$ cat src/sfr_bank0_defines.svh
// address map, field positions and reset attributes of the bank-zero register map
`ifndef SFR_BANK0_DEFINES_SVH
`define SFR_BANK0_DEFINES_SVH

// --------------------------------------------------------------------------
// addresses inside a bank
// --------------------------------------------------------------------------
`define ADR_INDIRECT_ACCESS    5'h00
`define ADR_TIMER0_COUNT       5'h01
`define ADR_PC_LOW             5'h02
`define ADR_CORE_STATUS        5'h03
`define ADR_INDIRECT_POINTER   5'h04
`define ADR_PORT_A             5'h05
`define ADR_PORT_B             5'h06
`define ADR_PORT_C             5'h07
`define ADR_GAP_0              5'h08
`define ADR_GAP_1              5'h09
`define ADR_PC_HIGH_LATCH      5'h0A
`define ADR_INTERRUPT_CONTROL  5'h0B
`define ADR_PERIPH_FLAGS_ONE   5'h0C
`define ADR_PERIPH_FLAGS_TWO   5'h0D
`define ADR_TIMER1_LOW         5'h0E
`define ADR_TIMER1_HIGH        5'h0F
`define ADR_TIMER1_CONTROL     5'h10
`define ADR_TIMER2_COUNT       5'h11
`define ADR_TIMER2_CONTROL     5'h12
`define ADR_SERIAL_BUFFER      5'h13
`define ADR_SERIAL_CONTROL     5'h14
`define ADR_COMPARE1_LOW       5'h15
`define ADR_COMPARE1_HIGH      5'h16
`define ADR_COMPARE1_CONTROL   5'h17
`define ADR_RECEIVE_STATUS     5'h18
`define ADR_COMPARE2_LOW       5'h1B
`define ADR_COMPARE2_HIGH      5'h1C
`define ADR_COMPARE2_CONTROL   5'h1D
`define ADR_GAP_2              5'h1E
`define ADR_GAP_3              5'h1F

// --------------------------------------------------------------------------
// implemented-bit masks, reset values, bits kept on other resets
// --------------------------------------------------------------------------
`define MASK_FULL              8'hFF
`define MASK_NONE              8'h00
`define MASK_SIX               8'h3F
`define MASK_FIVE              8'h1F
`define MASK_ONE               8'h01
`define MASK_SEVEN             8'h7F
`define MASK_RECEIVE_STATUS    8'hF7
`define MASK_STATUS_FLAGS      8'h18
`define KEEP_STATUS_ARITH      8'h07
`define POR_STATUS             8'h18
`define ZERO_BYTE              8'h00

// --------------------------------------------------------------------------
// status fields, pc high-bit positions and register count
// --------------------------------------------------------------------------
`define ST_IRP                 7
`define ST_RP1                 6
`define ST_RP0                 5
`define ST_TIMEOUT             4
`define ST_POWER_DOWN          3
`define PC_HIGH_LSB            8
`define PC_HIGH_MSB            12
`define REG_COUNT              32

`endif

$ cat src/sfr_bank0_pkg.sv
// types shared by the bank-zero register map
package sfr_bank0_pkg;

	// one core data-memory access
	typedef struct packed {
		logic       wr;
		logic       rd;
		logic [6:0] addr;
		logic [7:0] wdata;
	} sfr_req_t;

	// reset attributes of one location
	typedef struct packed {
		logic [7:0] mask;
		logic [7:0] por;
		logic [7:0] keep;
	} reg_attr_t;

	typedef enum logic [1:0] {
		cause_none,
		cause_master_clear,
		cause_watchdog
	} reset_cause_t;

endpackage : sfr_bank0_pkg

$ cat src/sfr_bank0.sv
// bank-zero special function register map of the core
// Notes on behaviour
// - unimplemented bits inside an implemented register always read as zero.
// - locations 08h, 09h, 1Eh and 1Fh read zero and ignore writes.
// - the common registers answer at the same address in every bank.
// - only the low byte of the program counter is reachable as data.
// - the five-bit high latch holds writes and fills pc bits 12..8 on every load.
// - master clear and watchdog resets load the other-reset values, not the power-on ones.
// - bits marked unchanged keep their contents over those resets; unknown bits may take any value.
// - the timeout and power-down flags follow the cause of the reset.
//
// The implementer's own choice: the plain strobed port.
`timescale 1ns/1ps
`include "sfr_bank0_defines.svh"

module sfr_bank0 import sfr_bank0_pkg::*; (
	input  wire logic     i_ref_clk,
	input  wire logic     i_resetn,
	input  wire sfr_req_t i_req,
	input  wire logic     i_master_clear_n,
	input  wire logic     i_wdt_timeout,
	input  wire logic     i_sleeping,
	input  wire logic     i_pc_advance,
	input  wire logic     i_pc_load,
	input  wire logic [7:0] i_pc_target,
	input  wire logic [5:0] i_port_a_pins,
	input  wire logic [7:0] i_port_b_pins,
	input  wire logic [7:0] i_port_c_pins,
	output logic [7:0]    o_rdata,
	output logic [12:0]   o_pc,
	output logic [5:0]    o_port_a_latch,
	output logic [7:0]    o_port_b_latch,
	output logic [7:0]    o_port_c_latch
);

	// ----------------------------------------------------------------------
	// decode functions
	// ----------------------------------------------------------------------
	function automatic reg_attr_t attr_of(input logic [4:0] idx);
		reg_attr_t a;
		a.mask = `MASK_FULL;
		a.por  = `ZERO_BYTE;
		a.keep = `ZERO_BYTE;
		case (idx)
			`ADR_INDIRECT_ACCESS, `ADR_PC_LOW,
			`ADR_GAP_0, `ADR_GAP_1, `ADR_GAP_2, `ADR_GAP_3: begin
				a.mask = `MASK_NONE;
			end
			`ADR_CORE_STATUS: begin
				a.por  = `POR_STATUS;
				a.keep = `KEEP_STATUS_ARITH;
			end
			`ADR_PORT_A: begin
				a.mask = `MASK_SIX;
				a.keep = `MASK_SIX;
			end
			`ADR_PC_HIGH_LATCH:    a.mask = `MASK_FIVE;
			`ADR_INTERRUPT_CONTROL: a.keep = `MASK_ONE;
			`ADR_PERIPH_FLAGS_TWO: a.mask = `MASK_ONE;
			`ADR_TIMER1_CONTROL: begin
				a.mask = `MASK_SIX;
				a.keep = `MASK_SIX;
			end
			`ADR_TIMER2_CONTROL:   a.mask = `MASK_SEVEN;
			`ADR_COMPARE1_CONTROL, `ADR_COMPARE2_CONTROL: begin
				a.mask = `MASK_SIX;
			end
			`ADR_RECEIVE_STATUS: begin
				a.mask = `MASK_RECEIVE_STATUS;
				a.keep = `MASK_ONE;
			end
			`ADR_TIMER0_COUNT, `ADR_INDIRECT_POINTER, `ADR_PORT_B, `ADR_PORT_C,
			`ADR_TIMER1_LOW, `ADR_TIMER1_HIGH, `ADR_SERIAL_BUFFER,
			`ADR_COMPARE1_LOW, `ADR_COMPARE1_HIGH,
			`ADR_COMPARE2_LOW, `ADR_COMPARE2_HIGH: begin
				a.keep = `MASK_FULL;
			end
			default: begin
			end
		endcase
		return a;
	endfunction : attr_of

	function automatic logic [7:0] mask_of(input logic [4:0] idx);
		reg_attr_t a;
		a = attr_of(idx);
		return a.mask;
	endfunction : mask_of

	function automatic logic [7:0] por_of(input logic [4:0] idx);
		reg_attr_t a;
		a = attr_of(idx);
		return a.por;
	endfunction : por_of

	function automatic logic [7:0] keep_of(input logic [4:0] idx);
		reg_attr_t a;
		a = attr_of(idx);
		return a.keep;
	endfunction : keep_of

	function automatic logic is_common(input logic [4:0] idx);
		return (idx == `ADR_INDIRECT_ACCESS) || (idx == `ADR_PC_LOW) ||
			(idx == `ADR_CORE_STATUS) || (idx == `ADR_INDIRECT_POINTER) ||
			(idx == `ADR_PC_HIGH_LATCH) || (idx == `ADR_INTERRUPT_CONTROL);
	endfunction : is_common

	// {bank, offset} -> hit in this map; beyond 1Fh of a bank lies general memory
	function automatic logic in_map(input logic [8:0] full);
		return (full[6:5] == 2'h0) && ((full[8:7] == 2'h0) || is_common(full[4:0]));
	endfunction : in_map

	// ----------------------------------------------------------------------
	// state
	// ----------------------------------------------------------------------
	logic [7:0]   file_reg [`REG_COUNT];
	logic [12:0]  pc_reg;
	logic [7:0]   rdata_reg;
	logic         master_clear_pin_meta_reg;
	logic         master_clear_pin_sync_reg;
	logic [5:0]   pa_meta_reg;
	logic [5:0]   pa_sync_reg;
	logic [7:0]   pb_meta_reg;
	logic [7:0]   pb_sync_reg;
	logic [7:0]   pc_meta_reg;
	logic [7:0]   pc_sync_reg;
	reset_cause_t cause;
	logic [7:0]   status;
	logic [8:0]   direct_addr;
	logic [8:0]   eff_addr;
	logic [4:0]   idx;
	logic         hit;
	logic         is_indirect;
	logic         wr_hit;
	logic         pcl_write;
	logic [7:0]   rdata_next;

	assign status = file_reg[`ADR_CORE_STATUS];

	// ----------------------------------------------------------------------
	// pin synchronisers
	// ----------------------------------------------------------------------
	always_ff @(posedge i_ref_clk) begin
		master_clear_pin_meta_reg <= i_master_clear_n;
		master_clear_pin_sync_reg <= master_clear_pin_meta_reg;
		pa_meta_reg   <= i_port_a_pins;
		pa_sync_reg   <= pa_meta_reg;
		pb_meta_reg   <= i_port_b_pins;
		pb_sync_reg   <= pb_meta_reg;
		pc_meta_reg   <= i_port_c_pins;
		pc_sync_reg   <= pc_meta_reg;
	end

	// ----------------------------------------------------------------------
	// reset cause and address resolution
	// ----------------------------------------------------------------------
	always_comb begin
		if (!master_clear_pin_sync_reg) begin
			cause = cause_master_clear;
		end else if (i_wdt_timeout) begin
			cause = cause_watchdog;
		end else begin
			cause = cause_none;
		end
	end

	assign direct_addr = {status[`ST_RP1], status[`ST_RP0], i_req.addr};
	assign is_indirect = in_map(direct_addr) && (direct_addr[4:0] == `ADR_INDIRECT_ACCESS);
	// the pointer reaches the same map; general memory beyond it is not held here
	assign eff_addr    = is_indirect ? {status[`ST_IRP], file_reg[`ADR_INDIRECT_POINTER]} : direct_addr;
	assign idx         = eff_addr[4:0];
	assign hit         = in_map(eff_addr) && !(is_indirect && idx == `ADR_INDIRECT_ACCESS);
	assign wr_hit      = i_req.wr && hit && (cause == cause_none);
	assign pcl_write   = wr_hit && (idx == `ADR_PC_LOW);

	// ----------------------------------------------------------------------
	// register file
	// ----------------------------------------------------------------------
	always_ff @(posedge i_ref_clk) begin
		if (!i_resetn) begin
			for (int i = 0; i < `REG_COUNT; i++) begin
				file_reg[i] <= por_of(5'(i)) & mask_of(5'(i));
			end
		end else if (cause != cause_none) begin
			for (int i = 0; i < `REG_COUNT; i++) begin
				file_reg[i] <= file_reg[i] & keep_of(5'(i));
			end
			if (cause == cause_watchdog) begin
				file_reg[`ADR_CORE_STATUS][`ST_TIMEOUT]    <= 1'b0;
				file_reg[`ADR_CORE_STATUS][`ST_POWER_DOWN] <= !i_sleeping;
			end else if (i_sleeping) begin
				file_reg[`ADR_CORE_STATUS][`ST_TIMEOUT]    <= 1'b1;
				file_reg[`ADR_CORE_STATUS][`ST_POWER_DOWN] <= 1'b0;
			end else begin
				file_reg[`ADR_CORE_STATUS][`ST_TIMEOUT]    <= status[`ST_TIMEOUT];
				file_reg[`ADR_CORE_STATUS][`ST_POWER_DOWN] <= status[`ST_POWER_DOWN];
			end
		end else if (wr_hit) begin
			if (idx == `ADR_CORE_STATUS) begin
				// timeout and power-down are read-only to software
				file_reg[idx] <= (i_req.wdata & ~`MASK_STATUS_FLAGS) | (status & `MASK_STATUS_FLAGS);
			end else begin
				file_reg[idx] <= i_req.wdata & mask_of(idx);
			end
		end
	end

	assign o_port_a_latch = file_reg[`ADR_PORT_A][5:0];
	assign o_port_b_latch = file_reg[`ADR_PORT_B];
	assign o_port_c_latch = file_reg[`ADR_PORT_C];

	// ----------------------------------------------------------------------
	// program counter
	// ----------------------------------------------------------------------
	always_ff @(posedge i_ref_clk) begin
		if (!i_resetn || cause != cause_none) begin
			pc_reg <= 13'h0000;
		end else if (pcl_write) begin
			pc_reg <= {file_reg[`ADR_PC_HIGH_LATCH][4:0], i_req.wdata};
		end else if (i_pc_load) begin
			pc_reg <= {file_reg[`ADR_PC_HIGH_LATCH][4:0], i_pc_target};
		end else if (i_pc_advance) begin
			pc_reg <= pc_reg + 13'h0001;
		end
	end

	assign o_pc = pc_reg;

	// ----------------------------------------------------------------------
	// read path
	// ----------------------------------------------------------------------
	always_comb begin
		rdata_next = `ZERO_BYTE;
		if (i_req.rd && hit) begin
			case (idx)
				`ADR_PC_LOW: rdata_next = pc_reg[7:0];
				`ADR_PORT_A: rdata_next = {2'h0, pa_sync_reg};
				`ADR_PORT_B: rdata_next = pb_sync_reg;
				`ADR_PORT_C: rdata_next = pc_sync_reg;
				default:     rdata_next = file_reg[idx] & mask_of(idx);
			endcase
		end
	end

	always_ff @(posedge i_ref_clk) begin
		if (!i_resetn) begin
			rdata_reg <= `ZERO_BYTE;
		end else begin
			rdata_reg <= rdata_next;
		end
	end

	assign o_rdata = rdata_reg;
endmodule : sfr_bank0

$ cat config.mk
export PLATFORM = sky130hd
export DESIGN_NAME = sfr_bank0
export DESIGN_NICKNAME = d
export VERILOG_FILES = /design/src/sfr_bank0_pkg.sv /design/src/sfr_bank0.sv
export VERILOG_INCLUDE_DIRS = /design/src
export SDC_FILE = /design/constraint.sdc
export NUM_CORES = 1
export LEC_CHECK = 0
export BUFFER_PORTS_ARGS = -buffer_cell sky130_fd_sc_hd__buf_2
export CAP_MARGIN = 20
export CORE_UTILIZATION = 45
export CTS_BUF_LIST = sky130_fd_sc_hd__clkbuf_8
export DETAILED_ROUTE_END_ITERATION = 10
export PLACE_DENSITY = 0.65
export SYNTH_ARGS = -nofsm -noshare
export SYNTH_HDL_FRONTEND = slang
export SYNTH_SLANG_ARGS = --single-unit
$ cat constraint.sdc
create_clock -name i_ref_clk -period 4.2 [get_ports i_ref_clk]
set_input_delay 0.84 -clock i_ref_clk [delete_from_list [all_inputs] [get_ports i_ref_clk]]
set_output_delay 0.84 -clock i_ref_clk [all_outputs]
set_load 0.1 [all_outputs]
Yosys cells after proc, flatten, opt, wreduce, memory -nomap -nowiden
Memories as Yosys holds them, arrays and structs flattened.
Cells that the tools add are included.
{ "op_classes": {"n_addsub": 1, "n_eq_ne": 24, "mux": 97, "bitwise": 75, "n_reduce_logical": 40} }
{ "ops": {"columns": ["cell", "n"], "rows": [
  ["8-bit two-way mux", 51],
  ["8-bit bitwise AND", 35],
  ["8-bit one-hot mux with 6 select lines", 2],
  ["13-bit two-way mux", 3],
  ["1-bit OR", 39],
  ["5-bit by 4-bit == test with 1-bit output (second input constant)", 7],
  ["5-bit == test (second input constant)", 7],
  ["1-bit two-way mux", 35],
  ["8-bit one-hot mux with 4 select lines", 1],
  ["5-bit by 3-bit == test with 1-bit output (second input constant)", 5],
  ["5-bit by 2-bit == test with 1-bit output (second input constant)", 4],
  ["16-bit two-way mux", 1],
  ["13-bit by 1-bit adder with 13-bit output (second input constant)", 1],
  ["1-bit logical OR", 13],
  ["2-bit logical NOT", 5],
  ["5-bit logical NOT", 2],
  ["1-bit logical AND", 9],
  ["9-bit two-way mux", 1],
  ["8-bit by 5-bit OR with 8-bit output", 1],
  ["4-bit OR reduction", 2],
  ["8-bit OR reduction", 1],
  ["6-bit OR reduction", 1],
  ["5-bit two-way mux", 1],
  ["2-bit two-way mux", 2],
  ["other kinds (6)", 8]
]} }
{ "totals": {"reg_bits": 67, "mem_bits_rw": 256, "in_bits": 54, "mem_count": 1} }
{ "memory_table": {"columns": ["name", "depth", "width", "rd", "rd_clocked_by_memory_dff", "write_ports", "line", "rtl"], "rows": [
  ["file_reg", 32, 8, 33, 0, 32, "sfr_bank0.sv:116", "logic [7:0] file_reg [`REG_COUNT];"]
]} }

Longest topological paths before layout
{ "logic_depth": {"depth_word": 28, "mapped_depth": 12, "mapped_depth_nobuf": 7} }

Worst setup path before layout
OpenSTA, ideal clock, no wires.
{ "synth_path": {"path_kind": "input port to flip-flop", "start": "input i_req[8] (netlist name)", "end": "memory file_reg[28][0], enable pin", "setup_time_ps": 384, "t_arrival_ps": 3334, "required_time_ps": 3816, "path_slack_ps": 482, "cell_stages": 9, "path_buffers": 3, "path_cell_list": "clkbuf_2 > or3_1 > buf_4 > a211oi_4 > o41ai_4 > a2111oi_4 > nand4_1 > clkbuf_1 > o21ai_0"} }
{ "synth_rtl": {"columns": ["item", "line", "rtl"], "rows": [
  ["start: declaration", "sfr_bank0.sv:19", "input wire sfr_req_t i_req,"],
  ["end: declaration", "sfr_bank0.sv:116", null]
]} }

Worst setup path after layout
{ "layout_path": {"start": "input i_req[11] (netlist name)", "end": "register rdata_reg[3], in the netlist o_rdata[3]"} }
{ "layout_between": {"elab_chain_cells": 21, "word_cells_on_any_way": 56, "cone_classes": "23 x eq/ne; 5 x mux; 1 x bitwise; 26 x reduce/logical; 1 x memory"} }
{ "layout_lines": {"columns": ["item", "line", "rtl"], "rows": [
  ["parallel branches: the longest is 21 deep, another holds 9-bit two-way mux", null, null],
  ["end signal: assignment", "sfr_bank0.sv:247", "rdata_reg <= `ZERO_BYTE;"],
  ["end signal: assignment", "sfr_bank0.sv:249", "rdata_reg <= rdata_next;"],
  ["end: declaration", "sfr_bank0.sv:118", "logic [7:0] rdata_reg;"]
]} }
Several ways; the timed one is not identified. The select of a mux whose other input is x is not followed.
A chain may end at the register's enable or synchronous reset.

==> results.tsv <==
stage	metric	value	unit
status	status	finished, final reports clean	
yosys	syn_area_per_cell	12.4	sq um
clock_tree	Resized cells post-CTS	0	
detailed_routing	drt pass-1 iters	6	
clock_tree	TritonCTS clock tree	done	
yosys	YS warnings	0	
detailed_routing	DR vias/cell	5.94	
placement	final RePlAce weighted congestion	0.967	
detailed_routing	DR vias	10919	
cells_and_area	Non-Filler Cell Area, Final	0.0170	sq mm
floorplanning	Core Area	0.0316	sq mm
critical_path	CP Data Arrival Time	4.05	ns
detailed_routing	drt drc	0	
grt	Congestion Overflow GR	0	
power_and_ir_drop	Max VDD drop	277	uV
clock_tree	cts bufs inserted	53	
timing	clock skew	0.0343	ns
yosys	mux contribution to synthesized area	0.0825	
placement	Placed Area	0.0160	sq mm
min_path	worst min-delay path class	flop to flop	
cells_and_area	Syn-to-layout area delta	17.1	%
min_path	Hold Crit Depth	0	
clock_tree	Max clock buf depth	3	
yosys	Synth Flop Type	edfxtp_1	
detailed_routing	remaining antenna violation count	0	
yosys	Post-Synth Adder-Cell Area	0.000864	
clock_tree	Root Buffer	clkbuf_8	
yosys	synthesized area	0.0145	sq mm
critical_path	CP Capture Type	flop	
job	max cap viols	0	
floorplanning	Std-Cell Rows	65	
floorplanning	Boundary Pins	97	
power_and_ir_drop	Comb pwr share	0.100	
cells_and_area	max reg flops	256	
clock_tree	clock slew at reported path FFs	0.06	ns
grt	antenna violations before repair	0	
detailed_routing	Wirelength per Cell	25.2	um
detailed_routing	total wire length	46.2	mm
cells_and_area	nets	1447	
cells_and_area	layout cells sized above 1	0.229	
clock_tree	hold_buf cts	0	
timing	worst setup margin	0.621	ns
clock_tree	Clock Latency Late Sink	0.61	ns
critical_path	largest fanout on the critical path	21	
cells_and_area	most frequent cells in the layout	256 x edfxtp_1, 148 x nand2_1, 121 x nor2_1	
timing	Pins Over Slew Limit	0	
yosys	Mapped Cells	1172	
yosys	Netlist cell types	84	
yosys	ys async rst share	0	
grt	pin count of the biggest net entering global routing	32	
yosys	Post-synth EDFFs	256	
floorplanning	chip height	181	um
critical_path	CP startpoint kind	input pin	
floorplanning	DIE AREA	0.0329	sq mm
grt	first-pass GRT wire length	68.1	mm
power_and_ir_drop	clock share of power	0.368	
timing	highest clock rate	279	MHz
yosys	post-synthesis simple-gate area fraction	0.150	
clock_tree	Clock Sinks	323	
critical_path	Crit Path Category	input pin to flop	
power_and_ir_drop	P_leak	6.81	nW
yosys	largest family of logic cells by synthesized area	simple AND/OR/NAND/NOR gates	
yosys	xor/xnor share of the synthesized area	0.00726	
floorplanning	Initial Util	0.458	
timing	Worst slew margin	0.530	
grt	number of global-route vias before repair	10451	
cells_and_area	Layout fillers	2749	
power_and_ir_drop	sequential power share	0.533	
power_and_ir_drop	pwr/cell area	402	mW/mm^2
critical_path	R2R cell count	8	
timing	Final setup viols	0	
yosys	#FFs+latches synth	323	
timing	Final Hold Vio Count	0	
timing	RSZ-0062 raised after global routing	no	
timing	final cycle utilization of the critical path	0.852	
placement	Port-buffer cells	96	
placement	Post-DP HPWL	32.5	mm
yosys	sequential-to-total area share from yosys stat	0.623	
clock_tree	post-CTS setup buffer count	0	
placement	dpl ws	0.184	ns
cells_and_area	commonest non-fill, non-tap cell in the layout	edfxtp_1	
power_and_ir_drop	Cell Int Power	5.01	mW
yosys	compound-gate portion of the synthesized area	0.102	
critical_path	CP required	4.67	ns
clock_tree	H-tree depth	2	
timing	fin crit period	3.58	ns
cells_and_area	antenna cell count	0	
grt	Overall Global Routing Usage	0.283	
timing	Worst Max-Slew Pin Slew	0.703	ns
power_and_ir_drop	switching share of power	0.265	
floorplanning	Horiz. Die Dim	181	um
timing	setup TNS	0	ns
power_and_ir_drop	Switch Pwr	1.80	mW
detailed_routing	Iter 0 DRT Violations	1442	
==> metal layers <==
| layer | up-vias | part of all wire | GRT usage |
|---|---|---|---|
| met4 | 0 | 0.037 | 0.110 |
| li1 | 4759 | - | - |
| met5 | - | 0 | 0 |
| met2 | 676 | 0.45 | 0.432 |
| met3 | 119 | 0.11 | 0.0626 |
| met1 | 5365 | 0.41 | 0.393 |
==> final cells by class <==
class / instances / area, sq um / share of cell area
well taps: 402 / 503 / 0.0297
clock buffers: 56 / 771 / 0.0454
clock inverters: 42 / 181 / 0.0107
repair buffers: 183 / 1220 / 0.0720
inverters: 7 / 26.3 / 0.00155
multi-input cells: 824 / 5230 / 0.308
flip-flops and latches: 323 / 9030 / 0.532
==> synthesized netlist by cell type (4+ instances only) <==
cell / n / area share
a21o_1: 4 / 0.0021
a31oi_1: 5 / 0.0022
a21oi_1: 34 / 0.012
nor2_2: 11 / 0.0048
mux2_2: 20 / 0.016
and3_1: 55 / 0.024
mux2i_1: 62 / 0.043
nand3_1: 20 / 0.0069
nor3_1: 23 / 0.0079
edfxtp_1: 256 / 0.53
o2bb2ai_1: 5 / 0.0030
nor4_1: 9 / 0.0039
nand4_1: 7 / 0.0030
a32o_1: 4 / 0.0028
clkbuf_1: 35 / 0.0091
a211oi_1: 11 / 0.0057
nand2_1: 148 / 0.038
xnor2_1: 4 / 0.0024
nor2_1: 121 / 0.031
dfxtp_1: 67 / 0.093
xor2_1: 8 / 0.0048
mux4_2: 15 / 0.023
o21ai_0: 31 / 0.011
buf_4: 14 / 0.0073
buf_6: 7 / 0.0054
o22ai_1: 31 / 0.013
nor3_2: 10 / 0.0069
buf_2: 25 / 0.0086
a311oi_1: 4 / 0.0024
inv_1: 7 / 0.0018
a22oi_1: 14 / 0.0073
and2_1: 22 / 0.0095
==> power groups by stage <==
stage                     Clock [mW]  Combinational (mW)  Sequential, mW
after global routing            2.69               0.705            3.64
after detailed placement           0               0.662            3.70
after CTS                       2.54               0.664            3.63
after floorplan                    0               0.346            3.74
after global placement             0               0.659            3.69
final                           2.51               0.680            3.63
==> cells by family after synthesis <==
| kind of cell | Yosys count |
|---|---|
| DFF | 323 |
| muxes | 98 |
| other | 1 |
| xor gates and xnor gates | 12 |
| AOI/OAI and AO/OA | 195 |
| adders and majority gates | 1 |
| buffers and inverters | 92 |
| and+or+nand+nor | 450 |
==> stage by stage <==
step / std cells / total power [mW] / hold slack, ns / util
6_report: 1837 / 6.82 / 0.323 / 0.536
5_1_grt: 1837 / 7.04 / 0.310 / 0.536
4_1_cts: 1837 / 6.84 / 0.297 / 0.536
3_5_place_dp: 1739 / 4.36 / 0.312 / 0.506
3_3_place_gp: 1739 / 4.35 / 0.310 / 0.506
2_1_floorplan: 1239 / 4.09 / 0.310 / -
==> path summary, 6_finish.rpt <==
check | end | startpoint | slack, ns
min | pa_sync_reg[4] | pa_meta_reg[4] | 0.32
min reg2reg | pa_sync_reg[4] | pa_meta_reg[4] | 0.32
max | o_rdata[3] | i_req[11] | 0.62
max reg2reg | file_reg[21][1] | file_reg[4][2] | 0.81
==> worst max-delay path: stages <==
cell and delay, ns:
buf_2 0.33, nor2_1 0.23, a31oi_4 0.48, buf_4 0.35
mux2i_1 0.49, o32ai_1 0.17, nor4_1 0.52, o211ai_1 0.29
a32o_1 0.33
(Power assumes the default switching activity.)
